### src/pmon_defs.svh
// Offsets, field positions, reset values and timing counts of the power monitor back end
`ifndef PMON_DEFS_SVH
`define PMON_DEFS_SVH

// ********************************
// Register pointer offsets
// ********************************
`define REG_CONFIG 8'h00
`define REG_SHUNT 8'h01
`define REG_BUS 8'h02
`define REG_POWER 8'h03
`define REG_CURRENT 8'h04
`define REG_CALIB 8'h05
`define REG_ALERT_SEL 8'h06
`define REG_ALERT_LIMIT 8'h07

// ********************************
// Field positions
// ********************************
`define CFG_AVG_LSB 9
`define CFG_BUSCT_LSB 6
`define CFG_SHCT_LSB 3
`define CFG_MODE_LSB 0
`define MSK_FN_LSB 11
`define MSK_CONV_READY_ALERT_ENABLE_BIT 10
`define MSK_AFF_BIT 4
`define MSK_CONV_READY_FLAG_BIT 3
`define MSK_ALERT_POLARITY_BIT 1
`define MSK_LEN_BIT 0

// ********************************
// Reset values
// ********************************
`define CFG_RST_AVG 3'h0
`define CFG_RST_BUSCT 3'h4
`define CFG_RST_SHCT 3'h4
`define CFG_RST_MODE 3'h7
`define CFG_FIXED_RD 4'h4
`define CALIB_RST 16'h0000
`define LIMIT_RST 16'h0000

// ********************************
// Arithmetic scaling
// ********************************
`define CUR_SHIFT 11
`define PWR_DIVISOR 33'd20000

// ********************************
// Conversion times in microseconds
// ********************************
`define CLK_MHZ 40
`define CT0_US 140
`define CT1_US 204
`define CT2_US 332
`define CT3_US 588
`define CT4_US 1100
`define CT5_US 2116
`define CT6_US 4156
`define CT7_US 8244

`endif

### src/pmon_pkg.sv
// Types shared by the power monitor back end
package pmon_pkg;

    // Configuration fields
    typedef struct packed {
        logic [2:0] avg;
        logic [2:0] bus_ct;
        logic [2:0] sh_ct;
        logic [2:0] mode;
    } cfg_t;

    // Alert select and enable fields
    typedef struct packed {
        logic [4:0] fn_sel;
        logic conv_ready_alert_enable;
        logic alert_polarity;
        logic latch_en;
    } alert_cfg_t;

    // Measurement sequencer
    typedef enum logic [2:0] {
        SEQ_IDLE = 3'b001,
        SEQ_SHUNT = 3'b010,
        SEQ_BUS = 3'b100
    } seq_state_t;

endpackage : pmon_pkg

### src/power_monitor_average_alert.sv
// Power monitor digital back end: sequencer, arithmetic, averaging, registers and alert pin
// Operation
// - Compute current right after each shunt measurement using calibration factor.
// - With calibration zero, stored current and power are zero.
// - Compute power after each bus measurement from bus and latest current.
// - Arithmetic runs alongside conversions, adding no conversion time.
// - Averaging above one adds results into accumulators, not output registers.
// - Shunt and bus accumulate too; averages load all measured outputs together.
// - Conversion times span 140 us shortest to 8.244 ms longest.
// - Shunt and bus times and averaging set independently; include 588 us, 4.156 ms.
// - Update period is shunt time plus bus time, times averaging count.
// - One shared threshold register at 07h compared against selected function.
// - Five functions: shunt over, shunt under, bus over, bus under, power over.
// - Open-drain alert asserts when selected quantity crosses threshold.
// - With several selects set, only the highest set bit counts.
// - Conversion-ready enable also drives alert beside the selected function.
// - With conversion-ready enable clear, alert follows threshold violations only.
// - Alert function flag, bit 4, sets on a violation of the selected function only.
// - Alert active level follows polarity bit 1 of alert select register.
// - With latching, flag and pin hold until config write or select read.
// - Shunt limits compared with measured shunt after every shunt conversion.
// - Bus limits compared with measured bus after every bus conversion.
// - Power limit compared with calculated power after every bus conversion.
// - Ready flag sets at completion; clears on non-power-down config write or select read.
// - Current equals shunt times calibration divided by 2048.
// - Power equals current times bus divided by 20000.
// - Mode 111 repeats shunt then bus conversions continuously.
`include "pmon_defs.svh"

module power_monitor_average_alert
    import pmon_pkg::*;
#(
    // Conversion lengths in sys_clk cycles, one per time code
    parameter int unsigned conv_cycles [8] = '{
        `CT0_US * `CLK_MHZ, `CT1_US * `CLK_MHZ, `CT2_US * `CLK_MHZ, `CT3_US * `CLK_MHZ,
        `CT4_US * `CLK_MHZ, `CT5_US * `CLK_MHZ, `CT6_US * `CLK_MHZ, `CT7_US * `CLK_MHZ
    }
) (
    input wire logic sys_clk,
    input wire logic rstn,
    input wire logic [7:0] reg_addr,
    input wire logic reg_wr,
    input wire logic reg_rd,
    input wire logic [15:0] reg_wdata,
    output logic [15:0] reg_rdata,
    input wire logic [15:0] shunt_code,
    input wire logic [15:0] bus_code,
    output logic shunt_conv_active,
    output logic bus_conv_active,
    input wire logic alert_pin_in,
    output logic alert_pin_out,
    output logic alert_pin_oe_n
);

    // ********************************
    // State
    // ********************************
    cfg_t cfg_ff;
    alert_cfg_t acfg_ff;
    seq_state_t state_ff, nxt_state;
    logic [19:0] cnt_ff, nxt_cnt;
    logic [9:0] samp_cnt_ff;
    logic [15:0] calib_ff, limit_ff;
    logic [15:0] shunt_out_ff, bus_out_ff, cur_out_ff, pwr_out_ff;
    logic [15:0] cur_last_ff;
    logic signed [25:0] acc_shunt_ff, acc_cur_ff;
    logic [25:0] acc_bus_ff, acc_pwr_ff;
    logic aff_ff, conv_ready_flag_ff;
    logic drive_low_ff;

    // ********************************
    // Register access decode
    // ********************************
    wire cfg_wr = reg_wr && (reg_addr == `REG_CONFIG);
    wire cal_wr = reg_wr && (reg_addr == `REG_CALIB);
    wire sel_wr = reg_wr && (reg_addr == `REG_ALERT_SEL);
    wire lim_wr = reg_wr && (reg_addr == `REG_ALERT_LIMIT);
    wire sel_rd = reg_rd && (reg_addr == `REG_ALERT_SEL);
    wire [2:0] wr_mode = reg_wdata[`CFG_MODE_LSB +: 3];
    wire wr_active = (wr_mode != 3'h0) && (wr_mode != 3'h4);

    // Mode bits: bit 0 shunt, bit 1 bus, bit 2 continuous
    wire do_shunt = cfg_ff.mode[0];
    wire do_bus = cfg_ff.mode[1];
    wire continuous = cfg_ff.mode[2];
    wire [2:0] new_shunt_en = reg_wdata[`CFG_MODE_LSB +: 3];

    // ********************************
    // Conversion timing
    // ********************************
    // conversion length lookup
    wire [19:0] sh_len = 20'(conv_cycles[cfg_ff.sh_ct] - 1);
    wire [19:0] bus_len = 20'(conv_cycles[cfg_ff.bus_ct] - 1);
    wire [19:0] wr_sh_len = 20'(conv_cycles[reg_wdata[`CFG_SHCT_LSB +: 3]] - 1);
    wire [19:0] wr_bus_len = 20'(conv_cycles[reg_wdata[`CFG_BUSCT_LSB +: 3]] - 1);

    wire shunt_done = (state_ff == SEQ_SHUNT) && (cnt_ff == 20'h00000);
    wire bus_done = (state_ff == SEQ_BUS) && (cnt_ff == 20'h00000);
    wire sample_end = (shunt_done && !do_bus) || bus_done;

    // Averaging count as a shift, counts are all powers of two
    logic [3:0] avg_shift;
    always_comb begin
        unique case (cfg_ff.avg)
            3'h0: avg_shift = 4'h0;
            3'h1: avg_shift = 4'h2;
            3'h2: avg_shift = 4'h4;
            3'h3: avg_shift = 4'h6;
            3'h4: avg_shift = 4'h7;
            3'h5: avg_shift = 4'h8;
            3'h6: avg_shift = 4'h9;
            3'h7: avg_shift = 4'ha;
        endcase
    end
    wire [9:0] avg_last = 10'((11'h001 << avg_shift) - 11'h001);
    // one output per count of shunt plus bus periods
    wire last_sample = (samp_cnt_ff == avg_last);
    wire load_out = sample_end && last_sample;

    // ********************************
    // Arithmetic, computed in the cycle the sample lands
    // ********************************
    wire calib_zero = (calib_ff == 16'h0000);
    wire signed [32:0] cur_prod = $signed(shunt_code) * $signed({1'b0, calib_ff});
    // scale by the fixed divide of 2048
    wire signed [32:0] cur_scaled = cur_prod >>> `CUR_SHIFT;
    wire [15:0] cur_new = calib_zero ? 16'h0000 : cur_scaled[15:0];
    wire [15:0] cur_mag = cur_last_ff[15] ? 16'(-cur_last_ff) : cur_last_ff;
    // latest current times bus over 20000
    wire [32:0] pwr_prod = {1'b0, cur_mag} * {17'h00000, bus_code};
    wire [32:0] pwr_div = pwr_prod / `PWR_DIVISOR;
    wire [15:0] pwr_new = calib_zero ? 16'h0000 : pwr_div[15:0];

    // Sums include the sample landing this cycle so the last one is not missed
    wire signed [25:0] shunt_sum = acc_shunt_ff + (shunt_done ? 26'(signed'(shunt_code)) : 26'sh0);
    wire signed [25:0] cur_sum = acc_cur_ff + (shunt_done ? 26'(signed'(cur_new)) : 26'sh0);
    wire [25:0] bus_sum = acc_bus_ff + (bus_done ? {10'h000, bus_code} : 26'h0);
    wire [25:0] pwr_sum = acc_pwr_ff + (bus_done ? {10'h000, pwr_new} : 26'h0);
    // divide by count, truncate to register width
    wire signed [25:0] shunt_avg = shunt_sum >>> avg_shift;
    wire signed [25:0] cur_avg = cur_sum >>> avg_shift;
    wire [25:0] bus_avg = bus_sum >> avg_shift;
    wire [25:0] pwr_avg = pwr_sum >> avg_shift;

    // ********************************
    // Sequencer
    // ********************************
    // shunt then bus, repeated while continuous
    always_comb begin
        nxt_state = state_ff;
        nxt_cnt = (cnt_ff == 20'h00000) ? cnt_ff : 20'(cnt_ff - 20'h00001);
        if (cfg_wr) begin
            nxt_state = !wr_active ? SEQ_IDLE : (new_shunt_en[0] ? SEQ_SHUNT : SEQ_BUS);
            nxt_cnt = new_shunt_en[0] ? wr_sh_len : wr_bus_len;
        end else begin
            unique case (state_ff)
                SEQ_IDLE: begin
                    nxt_cnt = 20'h00000;
                end
                SEQ_SHUNT: begin
                    if (shunt_done && do_bus) begin
                        nxt_state = SEQ_BUS;
                        nxt_cnt = bus_len;
                    end
                end
                SEQ_BUS: begin
                    nxt_cnt = bus_done ? cnt_ff : nxt_cnt;
                end
            endcase
            if (sample_end) begin
                if (load_out && !continuous) begin
                    nxt_state = SEQ_IDLE;
                end else begin
                    nxt_state = do_shunt ? SEQ_SHUNT : SEQ_BUS;
                    nxt_cnt = do_shunt ? sh_len : bus_len;
                end
            end
        end
    end

    // Sequencer flops, power-on default is continuous shunt and bus
    always_ff @(posedge sys_clk or negedge rstn) begin
        if (!rstn) begin
            state_ff <= SEQ_SHUNT;
            cnt_ff <= 20'(conv_cycles[`CFG_RST_SHCT] - 1);
        end else begin
            state_ff <= nxt_state;
            cnt_ff <= nxt_cnt;
        end
    end

    // Sample count, restarted by any config write
    always_ff @(posedge sys_clk or negedge rstn) begin
        if (!rstn) begin
            samp_cnt_ff <= 10'h000;
        end else if (cfg_wr || load_out) begin
            samp_cnt_ff <= 10'h000;
        end else if (sample_end) begin
            samp_cnt_ff <= 10'(samp_cnt_ff + 10'h001);
        end
    end

    // current taken at every shunt conversion end
    always_ff @(posedge sys_clk or negedge rstn) begin
        if (!rstn) begin
            cur_last_ff <= 16'h0000;
        end else if (shunt_done) begin
            cur_last_ff <= cur_new;
        end
    end

    // running sums stay internal until the set completes
    always_ff @(posedge sys_clk or negedge rstn) begin
        if (!rstn) begin
            acc_shunt_ff <= 26'sh0;
            acc_cur_ff <= 26'sh0;
            acc_bus_ff <= 26'h0;
            acc_pwr_ff <= 26'h0;
        end else if (cfg_wr || load_out) begin
            acc_shunt_ff <= 26'sh0;
            acc_cur_ff <= 26'sh0;
            acc_bus_ff <= 26'h0;
            acc_pwr_ff <= 26'h0;
        end else begin
            acc_shunt_ff <= shunt_sum;
            acc_cur_ff <= cur_sum;
            acc_bus_ff <= bus_sum;
            acc_pwr_ff <= pwr_sum;
        end
    end

    // averaged results load together; only measured channels change
    always_ff @(posedge sys_clk or negedge rstn) begin
        if (!rstn) begin
            shunt_out_ff <= 16'h0000;
            cur_out_ff <= 16'h0000;
            bus_out_ff <= 16'h0000;
            pwr_out_ff <= 16'h0000;
        end else if (load_out) begin
            shunt_out_ff <= do_shunt ? shunt_avg[15:0] : shunt_out_ff;
            cur_out_ff <= do_shunt ? cur_avg[15:0] : cur_out_ff;
            bus_out_ff <= do_bus ? bus_avg[15:0] : bus_out_ff;
            pwr_out_ff <= do_bus ? pwr_avg[15:0] : pwr_out_ff;
        end
    end

    // ********************************
    // Writable registers
    // ********************************
    always_ff @(posedge sys_clk or negedge rstn) begin
        if (!rstn) begin
            cfg_ff <= '{`CFG_RST_AVG, `CFG_RST_BUSCT, `CFG_RST_SHCT, `CFG_RST_MODE};
            acfg_ff <= '0;
            calib_ff <= `CALIB_RST;
            limit_ff <= `LIMIT_RST;
        end else begin
            if (cfg_wr) begin
                cfg_ff <= reg_wdata[11:0];
            end
            if (sel_wr) begin
                acfg_ff <= {reg_wdata[`MSK_FN_LSB +: 5], reg_wdata[`MSK_CONV_READY_ALERT_ENABLE_BIT],
                            reg_wdata[`MSK_ALERT_POLARITY_BIT], reg_wdata[`MSK_LEN_BIT]};
            end
            if (cal_wr) begin
                calib_ff <= reg_wdata;
            end
            if (lim_wr) begin
                limit_ff <= reg_wdata;
            end
        end
    end

    // ********************************
    // Alert compare
    // ********************************
    // highest set select bit wins
    wire [4:0] fn = acfg_ff.fn_sel;
    wire sel_sol = fn[4];
    wire sel_sul = !fn[4] && fn[3];
    wire sel_bol = fn[4:3] == 2'b00 && fn[2];
    wire sel_bul = fn[4:2] == 3'b000 && fn[1];
    wire sel_pol = fn[4:1] == 4'h0 && fn[0];
    // strictly above for over, strictly below for under
    wire sh_over = $signed(shunt_code) > $signed(limit_ff);
    wire sh_under = $signed(shunt_code) < $signed(limit_ff);
    wire bus_over = bus_code > limit_ff;
    wire bus_under = bus_code < limit_ff;
    wire pwr_over = pwr_new > limit_ff;
    wire sh_viol = shunt_done && ((sel_sol && sh_over) || (sel_sul && sh_under));
    wire bus_viol = bus_done && ((sel_bol && bus_over) || (sel_bul && bus_under) || (sel_pol && pwr_over));
    wire cmp_event = (shunt_done && (sel_sol || sel_sul)) || (bus_done && (sel_bol || sel_bul || sel_pol));
    wire viol = sh_viol || bus_viol;
    wire latch_clr = acfg_ff.latch_en && (cfg_wr || sel_rd);

    // flag sets on violation, set beats clear
    // latched flag holds until config write or select read
    always_ff @(posedge sys_clk or negedge rstn) begin
        if (!rstn) begin
            aff_ff <= 1'b0;
        end else if (viol) begin
            aff_ff <= 1'b1;
        end else if ((cmp_event && !acfg_ff.latch_en) || latch_clr) begin
            aff_ff <= 1'b0;
        end
    end

    always_ff @(posedge sys_clk or negedge rstn) begin
        if (!rstn) begin
            conv_ready_flag_ff <= 1'b0;
        end else if (load_out) begin
            conv_ready_flag_ff <= 1'b1;
        end else if ((cfg_wr && wr_active) || sel_rd) begin
            conv_ready_flag_ff <= 1'b0;
        end
    end

    // ********************************
    // Alert pin
    // ********************************
    // ready joins the function when enabled
    wire alert_active = aff_ff || (acfg_ff.conv_ready_alert_enable && conv_ready_flag_ff);
    // polarity picks which level is pulled
    // open drain: pulled low or released
    always_ff @(posedge sys_clk or negedge rstn) begin
        if (!rstn) begin
            drive_low_ff <= 1'b0;
        end else begin
            drive_low_ff <= alert_active ^ acfg_ff.alert_polarity;
        end
    end
    assign alert_pin_out = 1'b0;
    assign alert_pin_oe_n = !drive_low_ff;

    assign shunt_conv_active = (state_ff == SEQ_SHUNT);
    assign bus_conv_active = (state_ff == SEQ_BUS);

    // ********************************
    // Read path
    // ********************************
    // source bits exposed for the host to tell causes apart
    wire [15:0] sel_rd_val = {acfg_ff.fn_sel, acfg_ff.conv_ready_alert_enable, 5'h00,
                              aff_ff, conv_ready_flag_ff, 1'b0, acfg_ff.alert_polarity, acfg_ff.latch_en};
    logic [15:0] rd_mux;
    always_comb begin
        unique case (reg_addr)
            `REG_CONFIG: rd_mux = {`CFG_FIXED_RD, cfg_ff};
            `REG_SHUNT: rd_mux = shunt_out_ff;
            `REG_BUS: rd_mux = bus_out_ff;
            `REG_POWER: rd_mux = pwr_out_ff;
            `REG_CURRENT: rd_mux = cur_out_ff;
            `REG_CALIB: rd_mux = calib_ff;
            `REG_ALERT_SEL: rd_mux = sel_rd_val;
            `REG_ALERT_LIMIT: rd_mux = limit_ff;
            default: rd_mux = 16'h0000;
        endcase
    end

    // Read data held until the next read, unmapped reads zero
    always_ff @(posedge sys_clk or negedge rstn) begin
        if (!rstn) begin
            reg_rdata <= 16'h0000;
        end else if (reg_rd) begin
            reg_rdata <= rd_mux;
        end
    end

endmodule : power_monitor_average_alert

### config.mk
export PLATFORM = sky130hd
export DESIGN_NAME = power_monitor_average_alert
export DESIGN_NICKNAME = d
export VERILOG_FILES = /design/src/pmon_pkg.sv /design/src/power_monitor_average_alert.sv
export VERILOG_INCLUDE_DIRS = /design/src /design/src/src
export SDC_FILE = /design/constraint.sdc
export NUM_CORES = 2
export LEC_CHECK = 0
export BUFFER_PORTS_ARGS = -buffer_cell sky130_fd_sc_hd__buf_2
export CORE_UTILIZATION = 30
export CTS_CLUSTER_DIAMETER = 200
export DETAILED_ROUTE_END_ITERATION = 10
export MAX_ROUTING_LAYER = met4
export PLACE_DENSITY = 0.41
export SYNTH_ARGS = -nofsm -noshare
export SYNTH_HDL_FRONTEND = slang
export SYNTH_SLANG_ARGS = --single-unit
### constraint.sdc
create_clock -name sys_clk -period 42.2 [get_ports sys_clk]
set_input_delay 4.22 -clock sys_clk [delete_from_list [all_inputs] [get_ports sys_clk]]
set_output_delay 4.22 -clock sys_clk [all_outputs]
set_load 0.1 [all_outputs]
# After elaboration in Yosys (flattened, before gate mapping)
# Memories as Yosys holds them, arrays and structs flattened.
# Index checks and enable logic that the tools add are counted.
# totals
input_bits	61
regBits	288
romBits	1056
word_cells	183
mem_count	5
output_inout_bits	20
# op_classes
div_mod_pow	1
mul	2
shifts	5
n_lt_le_gt_ge	9
reduce_logical	63
bitwise_logic	5
n_eq_ne	12
mux	43
n_addsub	12
# memory_table
name	depth	width	read_ports	rd_clocked_by_memory_dff	wr	line_no	rtl
(no name shown)	8	32	1	0	0	power_monitor_average_alert.sv:95	wire [19:0] wr_bus_len = 20'(conv_cycles[reg_wdata[`CFG_BUSCT_LSB +: 3]] - 1);
(no name shown)	8	32	1	0	0	power_monitor_average_alert.sv:94	wire [19:0] wr_sh_len = 20'(conv_cycles[reg_wdata[`CFG_SHCT_LSB +: 3]] - 1);
(no name shown)	8	32	1	0	0	power_monitor_average_alert.sv:93	wire [19:0] bus_len = 20'(conv_cycles[cfg_ff.bus_ct] - 1);
(no name shown)	8	32	1	0	0	power_monitor_average_alert.sv:92	wire [19:0] sh_len = 20'(conv_cycles[cfg_ff.sh_ct] - 1);
(no name shown)	8	4	1	0	0	power_monitor_average_alert.sv:104	unique case (cfg_ff.avg)
# op_table
cell	count
two-way mux 20 bit	16
two-way mux 26 bit	6
one-hot mux 16 bit (8 select lines)	1
subtractor 20 x 1 -> 20 bit, second input constant	5
two-way mux 16 bit	5
one-hot mux 20 bit (3 select lines)	1
adder 26 x 16 -> 26 bit	2
adder 26 bit	2
right shift 26 x 4 -> 16 bit	2
>>> shifter 26 x 4 -> 16 bit	2
greater-than comparator 16 bit	3
divider 32 x 15 -> 33 bit, second input constant	1
equality test 8 x 3 -> 1 bit, second input constant	4
< comparator 16 bit	2
multiplier 16 x 16 -> 32 bit	1
logical AND 1 bit	29
multiplier 16 x 17 -> 27 bit	1
two-way mux 3 bit	8
logical NOT 20 bit	1
two-way mux 10 bit	2
equality test 8 x 2 -> 1 bit, second input constant	2
>= comparator 4 bit, second input constant	4
logical NOT 16 bit	1
negator 16 bit	1
other kinds (21)	50

# Logic depth before layout (Yosys ltp)
# depth
word_depth	11
mapped_depth	119
ltp_nobuf	104

# Least setup slack after synthesis
# Ideal clock, no wire load.
# synth_timing
path_kind	input to register
from	input port bus_code[9]
to	register pwr_out_ff[7]
stages	107
arrival_ns	26.740
path_buffers	10
setup_ns	0.133
required_time_ns	42.067
slack_ns	15.327
path_cell_list	buf_1 -> clkbuf_1 -> nand2_1 -> fa_1 -> inv_1 -> fa_1 -> inv_1 -> fa_1 -> inv_1 -> fa_1 -> fa_1 -> inv_1 -> fa_1 -> inv_1 -> ha_1 -> buf_2 -> and4_1 -> and3_1 -> [... 71 more ...] -> o21bai_1 -> a21oi_1 -> o21bai_1 -> a21oi_1 -> o21bai_1 -> a21oi_1 -> o21bai_1 -> a21oi_1 -> nor2b_1 -> nand2_1 -> xor2_1 -> nand2_1 -> nand2_1 -> nor2_1 -> a21oi_1 -> nor2_1 -> a221oi_1 -> o21ai_0
# synth_via
elab_chain_len	6
# synth_rtl
element	line_no	rtl
start: declaration	power_monitor_average_alert.sv:47	input wire logic [15:0] bus_code,
multiplier 16 x 16 -> 32 bit	power_monitor_average_alert.sv:130	wire [32:0] pwr_prod = {1'b0, cur_mag} * {17'h00000, bus_code};
divider 32 x 15 -> 33 bit (no source line)	--	
two-way mux 16 bit	power_monitor_average_alert.sv:132	wire [15:0] pwr_new = calib_zero ? 16'h0000 : pwr_div[15:0];
two-way mux 16 bit	power_monitor_average_alert.sv:138	wire [25:0] pwr_sum = acc_pwr_ff + (bus_done ? {10'h000, pwr_new} : 26'h0);
adder 26 x 16 -> 26 bit	power_monitor_average_alert.sv:138	
right shift 26 x 4 -> 16 bit	power_monitor_average_alert.sv:143	wire [25:0] pwr_avg = pwr_sum >> avg_shift;
end signal: assignment	power_monitor_average_alert.sv:243	pwr_out_ff <= do_bus ? pwr_avg[15:0] : pwr_out_ff;
end: declaration	power_monitor_average_alert.sv:64	logic [15:0] shunt_out_ff, bus_out_ff, cur_out_ff, pwr_out_ff;
# No other way between the ends.
# A chain may end at the register's enable or synchronous reset.

# Worst setup path in the final report
# layout_timing
from	input port bus_code[6]
to	register pwr_out_ff[7]
# Same word-level chain as after synthesis.

==> reports/metrics.csv <==
stage,metric,value,unit
finish,share of layout cells above drive strength 1,7.68,%
place,Post-DP Area,46600,sq um
yosys,post-synth top area cell,fa_1,
worst_hold_path,HP Class,reg2reg,
yosys,yosys warns,0,
finish,design area,47900,sq um
clock_network,CTS tree,done,
run,max cap viols,0,
finish,fill count,15708,
floorplanning,die height,386,microns
yosys,number of distinct library cells after synthesis,142,
worst_setup_path,CP max stage cell,xnor2_1,
floorplanning,FP Rows,140,
clock_network,latest clock arrival within the worst-skew pair,580,ps
worst_setup_path,crit path capture type,flip-flop,
global_routing,total grt overflow,0,
global_routing,first-pass GRT wire length,241,mm
floorplanning,Initial Utilization,30.3,%
finish,most frequent cells in the layout,"nand2_1, inv_1, nor2_1",
timing,Max Transition Viols Final,0,
timing,Setup TNS,0,ps
yosys,Mapped Cells,5513,
detailed_routing,vias,39099,
clock_network,H-tree depth,2,
timing,Slew @ Worst Pin,1230,ps
yosys,syn_area_per_cell,8.04,sq um
timing,Final Setup Violations,0,
finish,Layout Nets,6184,
worst_setup_path,crit path kind,in2reg,
worst_hold_path,worst hold path startpoint,reg_rdata[0],
global_routing,number of global-route vias before repair,38531,
clock_network,CTS Buf Count,37,
worst_setup_path,startpoint types,input port,
worst_setup_path,CP Max Fanout,18,
yosys,Synth Register Bits,288,
yosys,main area contributors after synthesis,"fa_1, dfrtp_1, ha_1, nand2_1, inv_1",
global_routing,initial antenna violation count,12,
worst_setup_path,crit path DAT,33270,ps
place,final RePlAce weighted congestion,0.879,
global_routing,Tot GR Track Use,21.1,%
timing,RSZ-0062 raised after global routing,no,
detailed_routing,# DRC,0,
timing,minimum clock period,32860,ps
detailed_routing,post-route ant nets,0,
yosys,"Seq/Total Area, Yosys",16.3,%
finish,"leading cell type in the layout, fill and taps excluded",nand2_1,
timing,relative slew slack,17.5,%
timing,final period utilization,77.9,%
clock_network,postcts setup bufs,0,
detailed_routing,routed wire length,155,mm
yosys,post-synth top area share,17.3,%
worst_setup_path,crit path launch,bus_code[6],
timing,Max Freq,30.4,MHz
clock_network,Clock Tree Buf Depth,3,
place,Port Buffers,78,
detailed_routing,wire per inst,21.1,microns
yosys,ys async rst share,100,%
global_routing,largest net degree at the start of global routing,101,
timing,Final Hold Viols,0,
detailed_routing,Vias/cell,5.31,
outcome,outcome,"complete, no violations",
yosys,Netlist Area Pre-Place,44300,sq um
yosys,Mapped Nets,6284,
detailed_routing,DRT iter0 DRCs,2913,
floorplanning,Die W,386,microns
yosys,Post-synth EDFFs,0,
place,dpl hpwl,118,mm
floorplanning,IO Count,81,
worst_setup_path,"most used cell, CP",a21oi_1,
clock_network,root buf cell,clkbuf_16,
clock_network,number of clock sinks,288,
worst_setup_path,R2R Path Start,cur_last_ff[0],
detailed_routing,drt first pass iters,6,
floorplanning,core area,146000,sq um
floorplanning,Die ar.,149000,sq um
finish,Area Overhead vs Synth,7.94,%
clock_network,post-CTS sizing,0,
worst_setup_path,WP data required,42610,ps
timing,Fin Clk Skew,30.4,ps
worst_setup_path,max incr delay on CP,800,ps
yosys,Main synth FF type,dfrtp_1,
clock_network,clock-pin slew on the worst setup and hold paths,60,ps
clock_network,CTS Hold Bufs,0,
## metrics by stage
stage,utilization [%],hold slack [ps],instances,setup slack (ps)
after floorplan,-,444,5513,15330
after global placement,31.9,458,7291,8990
after detailed placement,31.9,463,7291,8990
after CTS,32.7,476,7358,9470
after global routing,32.8,496,7364,7330
final,32.8,470,7365,9340
## layout make-up
class	instances	area (sq um)	share of cell area, %
Antenna cell	7	17.5	0.0366
Sequential cell	288	7230	15.1
Clock buffer	52	1050	2.20
Clock inverter	15	181	0.379
Multi-Input combinational cell	4341	33800	70.6
Tap cell	1917	2400	5.01
Inverter	594	2230	4.66
Timing Repair Buffer	151	948	1.98
## registers in the layout, indices dropped and copies added, names as in the netlist
register	count
acc_shunt_ff	26
calib_ff	16
acc_pwr_ff	26
acfg_ff	3
fn	5
pwr_out_ff	16
drive_low_ff	1
bus_out_ff	16
acc_bus_ff	26
acc_cur_ff	26
state_ff	3
cfg_ff	12
reg_rdata	16
cur_last_ff	16
aff_ff	1
cur_out_ff	16
samp_cnt_ff	10
cnt_ff	20
conv_ready_flag_ff	1
shunt_out_ff	16
limit_ff	16
## worst paths after layout
kind	to	slack, ps	cells past startpoint
min	reg_rdata[0]	470	1
max reg2reg	pwr_out_ff[7]	11110	97
min reg2reg	reg_rdata[0]	470	1
max	pwr_out_ff[7]	9340	95
min in group asynchronous	samp_cnt_ff[8]	3700	1
max in group asynchronous	acc_cur_ff[16]	36100	3
## layer usage
layer,wire length (microns),track usage (%),vias to the layer above
met5,0,-,-
met4,2310,3.30,0
met3,6700,1.93,112
met2,70500,32.9,761
met1,75700,30.2,19594
li1,-,-,18632
## Yosys cell counts (17+ instances only)
master and number:
a211oi_1 38, a21o_1 57, a21oi_1 346, a221oi_1 34, a22oi_1 34, a31oi_1 38, and2_1 235, and3_1 58
buf_1 23, buf_2 18, clkbuf_1 233, dfrtp_1 270, dfstp_2 18, fa_1 384, ha_1 326, inv_1 592
mux2_2 50, mux2i_1 59, nand2_1 692, nand2b_1 45, nand3_1 79, nand4_1 36, nor2_1 462, nor2b_1 61
nor3_1 84, nor4_1 32, o211ai_1 57, o21a_1 33, o21ai_0 256, o21ai_1 27, o21bai_1 70, o221ai_1 20
o22ai_1 33, o31ai_1 17, or3_1 29, xnor2_1 205, xor2_1 66
## critical path, delay by kind of cell
| kind | cells | cell delay, ps |
|---|---|---|
| buffers and inverters | 6 | 680 |
| adders and majority gates | 8 | 3940 |
| xor gates and xnor gates | 5 | 1940 |
| muxes | 2 | 630 |
| AOI/OAI and AO/OA | 48 | 14820 |
| and+or+nand+nor | 26 | 6880 |
## cells by family after synthesis
logic type                 count (synthesis)  share of synthesized area [%]
AOI/OAI and AO/OA                       1326                           20.5
xor gates and xnor gates                 279                           5.67
adders and majority gates                718                           26.7
buffers and inverters                    884                           7.68
DFF                                      288                           16.3
muxes                                    115                           2.84
other                                      2                         0.0169
and+or+nand+nor                         1901                           20.3
Power is not shown: default switching activity piles up to over one toggle a cycle in this logic, so the estimate is an artifact.
